==> config.mk <==
export PLATFORM = sky130hd
export DESIGN_NAME = sdram_pin_front
export DESIGN_NICKNAME = d
export VERILOG_FILES = /design/src/sdram_pin_pkg.sv /design/src/sdram_pin_front.sv
export SDC_FILE = /design/constraint.sdc
export NUM_CORES = 1
export LEC_CHECK = 0
export BUFFER_PORTS_ARGS = -buffer_cell sky130_fd_sc_hd__buf_4
export CAP_MARGIN = 10
export CORE_UTILIZATION = 45
export DETAILED_ROUTE_END_ITERATION = 7
export PLACE_DENSITY_LB_ADDON = 0.05
export SLEW_MARGIN = 0
export SYNTH_ARGS = -nofsm -noshare
export SYNTH_HDL_FRONTEND = slang
export SYNTH_SLANG_ARGS = --single-unit
==> constraint.sdc <==
create_clock -name clk_sys -period 1.1 [get_ports clk_sys]
set_input_delay 0.22 -clock clk_sys [delete_from_list [all_inputs] [get_ports clk_sys]]
set_output_delay 0.22 -clock clk_sys [all_outputs]
set_load 0.02 [all_outputs]
==> src/sdram_pin_pkg.sv <==
// constants and types shared by the sdram control-pin front end
`default_nettype none
package sdram_pin_pkg;

  localparam int LANE_W = 8;
  localparam int LANES = 2;
  localparam int BANK_W = 2;
  localparam int ADDR_W = 12;
  // read mask to data-bus effect, in clock cycles
  localparam int READ_MASK_LAT = 2;

  // strobe combination {row, column, write}, all active low
  localparam logic [2:0] CODE_MODE = 3'h0;
  localparam logic [2:0] CODE_REFRESH = 3'h1;
  localparam logic [2:0] CODE_PRECHARGE = 3'h2;
  localparam logic [2:0] CODE_ACTIVE = 3'h3;
  localparam logic [2:0] CODE_WRITE = 3'h4;
  localparam logic [2:0] CODE_READ = 3'h5;
  localparam logic [2:0] CODE_BURST_STOP = 3'h6;
  localparam logic [2:0] CODE_NOP = 3'h7;

  typedef enum logic [2:0] {
    CMD_NOP,
    CMD_ACTIVE,
    CMD_READ,
    CMD_WRITE,
    CMD_PRECHARGE,
    CMD_REFRESH,
    CMD_MODE,
    CMD_BURST_STOP
  } cmd_t;

  typedef enum logic [1:0] {
    PWR_RUN,
    PWR_DOWN,
    PWR_SUSPEND,
    PWR_SELF_REFRESH
  } power_t;

endpackage

`default_nettype wire

==> src/sdram_pin_front.sv <==
// control-pin front end: command capture, clock gating, byte masking
`timescale 1ns/100ps
`default_nettype none

// How it works
// - every pin except clock enable is captured on the rising clk_sys edge.
// - an edge counts only while clock enable is high; otherwise the valid flags clear and command, mask and lane state hold.
// - with clock enable low the block reports power-down, suspend or self refresh.
// - clock enable is treated as asynchronous and synchronised for state tracking.
// - a command is taken only with chip select low; high disables command input.
// - with chip select high the held command state does not change.
// - the command is decoded from row, column and write strobe levels together.
// - the data bus is handled as two byte lanes, each with its own mask pin.
// - on reads a lane is driven when its mask is low and released when high.
// - on writes a byte is stored only when its mask is low.
// - a read mask sampled high releases its lane two valid edges later.
// - a write mask applies to the data presented in the same cycle.
module sdram_pin_front
  import sdram_pin_pkg::*;
#(
  parameter int DATA_W = 16
)
(
  input wire logic clk_sys,
  input wire logic rst_n,
  input wire logic clock_enable,
  input wire logic chip_select_n,
  input wire logic row_strobe_n,
  input wire logic col_strobe_n,
  input wire logic write_strobe_n,
  input wire logic [sdram_pin_pkg::BANK_W-1:0] bank_pins,
  input wire logic [sdram_pin_pkg::ADDR_W-1:0] addr_pins,
  input wire logic low_byte_mask,
  input wire logic high_byte_mask,
  input wire logic [DATA_W-1:0] data_bus_pins_in,
  output logic [DATA_W-1:0] data_bus_pins_out,
  output logic [sdram_pin_pkg::LANES-1:0] data_bus_pins_oe,
  input wire logic read_active,
  input wire logic write_active,
  input wire logic [DATA_W-1:0] read_data,
  output logic cmd_valid,
  output sdram_pin_pkg::cmd_t cmd,
  output logic [sdram_pin_pkg::BANK_W-1:0] cmd_bank,
  output logic [sdram_pin_pkg::ADDR_W-1:0] cmd_addr,
  output logic write_valid,
  output logic [DATA_W-1:0] write_data,
  output logic [sdram_pin_pkg::LANES-1:0] write_byte_en,
  output sdram_pin_pkg::power_t power_state
);
  import sdram_pin_pkg::*;

  if (DATA_W != LANES * LANE_W)
  begin : g_bad_width
    $error("DATA_W must be two byte lanes wide");
  end

  // ----------------------------------------------------------------
  // clock enable
  // ----------------------------------------------------------------
  // raw level gates the edge, as on the pin; the synchronised copy only
  // drives power-state tracking, so metastability cannot reach it
  logic edge_ok;
  logic cke_meta;
  logic cke_sync;
  assign edge_ok = clock_enable;

  always_ff @(posedge clk_sys or negedge rst_n)
  begin
    if (!rst_n)
    begin
      // reset high to agree with the run state: no false power-down
      cke_meta <= 1'b1;
      cke_sync <= 1'b1;
    end
    else
    begin
      cke_meta <= clock_enable;
      cke_sync <= cke_meta;
    end
  end

  // ----------------------------------------------------------------
  // command capture and decode
  // ----------------------------------------------------------------
  logic [LANES-1:0] mask_pins;
  logic [LANES-1:0] mask_d1;
  logic [LANES-1:0] mask_d2;
  cmd_t decoded;
  cmd_t next_cmd;
  logic next_cmd_valid;
  logic [BANK_W-1:0] next_cmd_bank;
  logic [ADDR_W-1:0] next_cmd_addr;

  assign mask_pins = {high_byte_mask, low_byte_mask};

  always_comb
  begin
    case ({row_strobe_n, col_strobe_n, write_strobe_n})
      CODE_MODE: decoded = CMD_MODE;
      CODE_REFRESH: decoded = CMD_REFRESH;
      CODE_PRECHARGE: decoded = CMD_PRECHARGE;
      CODE_ACTIVE: decoded = CMD_ACTIVE;
      CODE_WRITE: decoded = CMD_WRITE;
      CODE_READ: decoded = CMD_READ;
      CODE_BURST_STOP: decoded = CMD_BURST_STOP;
      default: decoded = CMD_NOP;
    endcase
  end

  always_comb
  begin
    next_cmd_valid = 1'b0;
    next_cmd = cmd;
    next_cmd_bank = cmd_bank;
    next_cmd_addr = cmd_addr;
    if (edge_ok && !chip_select_n)
    begin
      next_cmd_valid = 1'b1;
      next_cmd = decoded;
      next_cmd_bank = bank_pins;
      next_cmd_addr = addr_pins;
    end
    // chip select high: held values stay, strobes are ignored
  end

  always_ff @(posedge clk_sys or negedge rst_n)
  begin
    if (!rst_n)
    begin
      cmd_valid <= 1'b0;
      cmd <= CMD_NOP;
      cmd_bank <= '0;
      cmd_addr <= '0;
    end
    else
    begin
      cmd_valid <= next_cmd_valid;
      cmd <= next_cmd;
      cmd_bank <= next_cmd_bank;
      cmd_addr <= next_cmd_addr;
    end
  end

  // ----------------------------------------------------------------
  // byte lanes
  // ----------------------------------------------------------------
  logic [LANES-1:0] next_mask_d1;
  logic [LANES-1:0] next_mask_d2;
  logic [LANES-1:0] next_oe;
  logic [LANES-1:0] next_byte_en;
  logic [DATA_W-1:0] next_out;
  logic [DATA_W-1:0] next_wdata;
  logic next_write_valid;

  always_comb
  begin
    next_mask_d1 = mask_d1;
    next_mask_d2 = mask_d2;
    next_out = data_bus_pins_out;
    next_write_valid = 1'b0;
    next_wdata = write_data;
    next_byte_en = write_byte_en;
    if (edge_ok)
    begin
      // two-stage mask pipe sets read release latency
      next_mask_d1 = mask_pins;
      next_mask_d2 = mask_d1;
      next_out = read_data;
      next_write_valid = write_active;
      next_wdata = data_bus_pins_in;
      next_byte_en = ~mask_pins;
    end
  end

  for (genvar i = 0; i < LANES; i++)
  begin : g_lane
    always_comb
    begin
      next_oe[i] = 1'b0;
      if (!edge_ok)
        next_oe[i] = data_bus_pins_oe[i];
      else if (read_active && !mask_d2[i])
        next_oe[i] = 1'b1;
    end
  end

  always_ff @(posedge clk_sys or negedge rst_n)
  begin
    if (!rst_n)
    begin
      mask_d1 <= '1;
      mask_d2 <= '1;
      data_bus_pins_oe <= '0;
      data_bus_pins_out <= '0;
      write_valid <= 1'b0;
      write_data <= '0;
      write_byte_en <= '0;
    end
    else
    begin
      mask_d1 <= next_mask_d1;
      mask_d2 <= next_mask_d2;
      data_bus_pins_oe <= next_oe;
      data_bus_pins_out <= next_out;
      write_valid <= next_write_valid;
      write_data <= next_wdata;
      write_byte_en <= next_byte_en;
    end
  end

  // ----------------------------------------------------------------
  // low-power state
  // ----------------------------------------------------------------
  // self refresh is entered only by a refresh command with enable low
  power_t next_power;
  logic refresh_entry;
  assign refresh_entry = !chip_select_n && decoded == CMD_REFRESH;

  always_comb
  begin
    next_power = power_state;
    case (power_state)
      PWR_RUN:
      begin
        if (!cke_sync)
        begin
          if (refresh_entry)
            next_power = PWR_SELF_REFRESH;
          else if (read_active || write_active)
            next_power = PWR_SUSPEND;
          else
            next_power = PWR_DOWN;
        end
      end
      default:
      begin
        if (cke_sync)
          next_power = PWR_RUN;
      end
    endcase
  end

  always_ff @(posedge clk_sys or negedge rst_n)
  begin
    if (!rst_n)
      power_state <= PWR_RUN;
    else
      power_state <= next_power;
  end

endmodule

`default_nettype wire

==> impl_metrics.py <==
metrics = {
    "run": {
        "maxCapViolations": 0,
    },
    "cts": {
        "cts_tree": "built",
        "clock_latency_ns": 0.33,
        "path_clk_slew_ns": 0.07,
        "ctsLongestPathBuffers": 2,
        "htree_num_levels": 3,
        "cts-root-buf": "clkbuf_8",
        "cts.sinks": 63,
        "cts_buffers": 9,
    },
    "drt": {
        "drtIter0Drc": 90,
        "drt_wl_total_mm": 5.82,
        "first_pass_iters": 4,
        "drc": 0,
        "wl_per_cell_microns": 14.0,
        "ant_nets": 0,
        "vias": 1939,
        "vias_per_cell": 4.65,
    },
    "sta": {
        "worst_pin_slew_ns": 0.338,
        "fin_crit_sh_pct": 101,
        "hold_viol": 0,
        "setup_viol": 1,
        "slew_headroom_pct": 77.5,
        "rsz0062_at_grt": "true",
        "hold_slack_ns": 0.0707,
        "fin_worst_skew_ns": 0.00579,
        "max_clock_freq_mhz": 900,
        "min_period_ns": 1.11,
        "final.setup.worst_slack_ns": -0.0110,
        "maxSlewViolCount": 0,
    },
    "setup_path": {
        "crit_chain": "buf_6",
        "cp.required_ns": 0.88,
        "path_delay_family": "flip-flops",
        "critPathKind": "reg -> out",
        "worst_path_max_delay_cell": "dfrtp_1",
        "slowest_delay_ns": 0.42,
        "cp_data_arrival_time_ns": 0.89,
        "cp-end-kind": "output port",
        "path_buf_inv": 1,
        "crit_path_start_kind": "flip-flop",
        "crit_fanout": 4,
    },
    "synthesis": {
        "synth_edf_count": 0,
        "synth_nets": 237,
        "seq_area_frac_synth_pct": 62.8,
        "yosys.cell_types.count": 24,
        "postSynthAreaPerCell_sq_um": 14.0,
        "mappedNetlistArea_sq_um": 2520,
        "synthArstFlopShare_pct": 100,
        "yosysWarnings": 0,
        "synthCells": 180,
        "synthFlopType": "dfrtp_1",
        "synth-seq-cells": 63,
    },
    "finish": {
        "num_antenna_cells": 0,
        "layout-drive-gt1-share_pct": 63.4,
        "finalNonFillerCells": 417,
        "final_common_cell": "buf_4",
        "final_cell_mix": "buf_4, dfrtp_1, buf_6",
        "syn_to_final_growth_pct": 67.3,
        "nFillCells": 321,
        "utilization_pct": 80.6,
        "nNetsFinal": 399,
    },
    "power_and_ir_drop": {
        "p_per_area_nw_per_um2": 1620,
        "p_leak_uw": 0.00221,
        "irDropWorstVdd_mv": 1.04,
    },
    "global_route": {
        "grt_use_total_pct": 20.5,
        "grt_max_degree": 31,
        "antenna_found_initial": 0,
        "grt_pass1_vias": 2003,
        "grt_pass1_wl_mm": 9.40,
        "overflow": 0,
    },
    "die": {
        "die_area_sq_um": 5910,
        "start_util_pct": 48.2,
        "rows": 26,
        "ios": 114,
        "die_y_microns": 76.9,
        "die_w_microns": 76.9,
        "core_sq_um": 5240,
    },
    "status": {
        "violations": "negative setup slack",
        "outcome": "complete, but fails checks",
    },
    "placed_design": {
        "place_inst": 365,
        "numPortBuffers": 113,
        "dp_hpwl_mm": 3.77,
        "place_congestion": 0.748,
        "place_ws_ns": 0.0374,
    },
    "min_path": {
        "hold_path.class": "in -> reg",
    },
}
synth_stat cells, types with 2 or more instances:
cell | count | area share, %
buf_6 | 4 | 1.8
dfstp_2 | 6 | 6.2
inv_1 | 6 | 0.89
buf_4 | 2 | 0.59
o21ai_1 | 3 | 0.59
mux2_4 | 34 | 20
buf_2 | 2 | 0.40
dfrtp_1 | 57 | 57
nor2_1 | 2 | 0.30
mux2i_1 | 2 | 0.79
o22ai_1 | 2 | 0.50
mux2_2 | 2 | 0.89
nand2_1 | 47 | 7.0
routing by layer:
layer	up-vias	part of all wire [%]	global-route usage (%)
met4	0	1.3	8.65
li1	915	-	-
met5	-	0	0
met2	81	50	32.8
met3	8	7.7	5.71
met1	935	41	26.0
final timing paths:
check                                    to            from  cells past startpoint  slack [ns]
setup / recovery             power_state[1]  power_state[1]                      1       -0.01
hold / removal             write_byte_en[1]  high_byte_mask                      2        0.07
setup reg to reg              write_data[0]   write_data[0]                      3        0.08
hold reg to reg                    cke_sync        cke_meta                      0        0.36
max in group asynchronous            cmd[0]           rst_n                      3        0.27
min in group asynchronous     write_data[0]           rst_n                      2        0.37
repair_timing:
action / 4_1_cts / 5_1_grt
setup endpoints to repair: 33 / 53
resized for setup: 25 / 29
pin swaps: 0 / 0
hold buffers: 1 / 0
endpoints found under the hold margin: 17 / 0
setup buffers: 12 / 23
final cells by class:
class                           instances  area (sq um)  area share, %
Tap cell                               70          87.6           2.07
Clock buffer                           10           138           3.26
Multi-Input combinational cell        102           843           20.0
Clock inverter                          6           108           2.55
Sequential cell                        63          1580           37.5
Timing Repair Buffer                  159          1440           34.0
Inverter                                7          26.3          0.622
flip-flops by register name (all words and copies together) (netlist names):
name / count
power_state: 2
data_bus_pins_oe: 2
mask_d2: 2
write_byte_en: 2
data_bus_pins_out: 16
cmd: 3
write_valid: 1
cke_meta: 1
mask_d1: 2
cke_sync: 1
write_data: 16
cmd_addr: 12
cmd_valid: 1
cmd_bank: 2
cell families (layout without fill, tap and decap cells):
family	count (synthesis)	count (layout)	synth area share (%)
adder cells (fa/ha/maj)	1	1	0.446
AO/OA/AOI/OAI	8	8	1.78
AND/OR/NAND/NOR	54	54	8.92
multiplexers	38	38	21.9
flip-flops	63	63	62.8
buffers and inverters	15	182	3.82
XOR/XNOR	1	1	0.347
through the flow:
| stage | total power (uW) | cell area [sq um] | TNS [ns] |
|---|---|---|---|
| floorplan | 3420 | 2520 | 0 |
| finish | 6840 | 4220 | -0.0110 |
| global route | 7140 | 4220 | -0.822 |
| global placement | 4060 | 3500 | 0 |
| detailed placement | 4080 | 3500 | 0 |
| CTS | 6670 | 3940 | -0.0234 |
power by group:
group	internal (uW)	switching [uW]
clock	1560	869
sequential	2580	179
combinational	981	667
total	5120	1720
No activity file was read; power rests on OpenSTA's default activity.
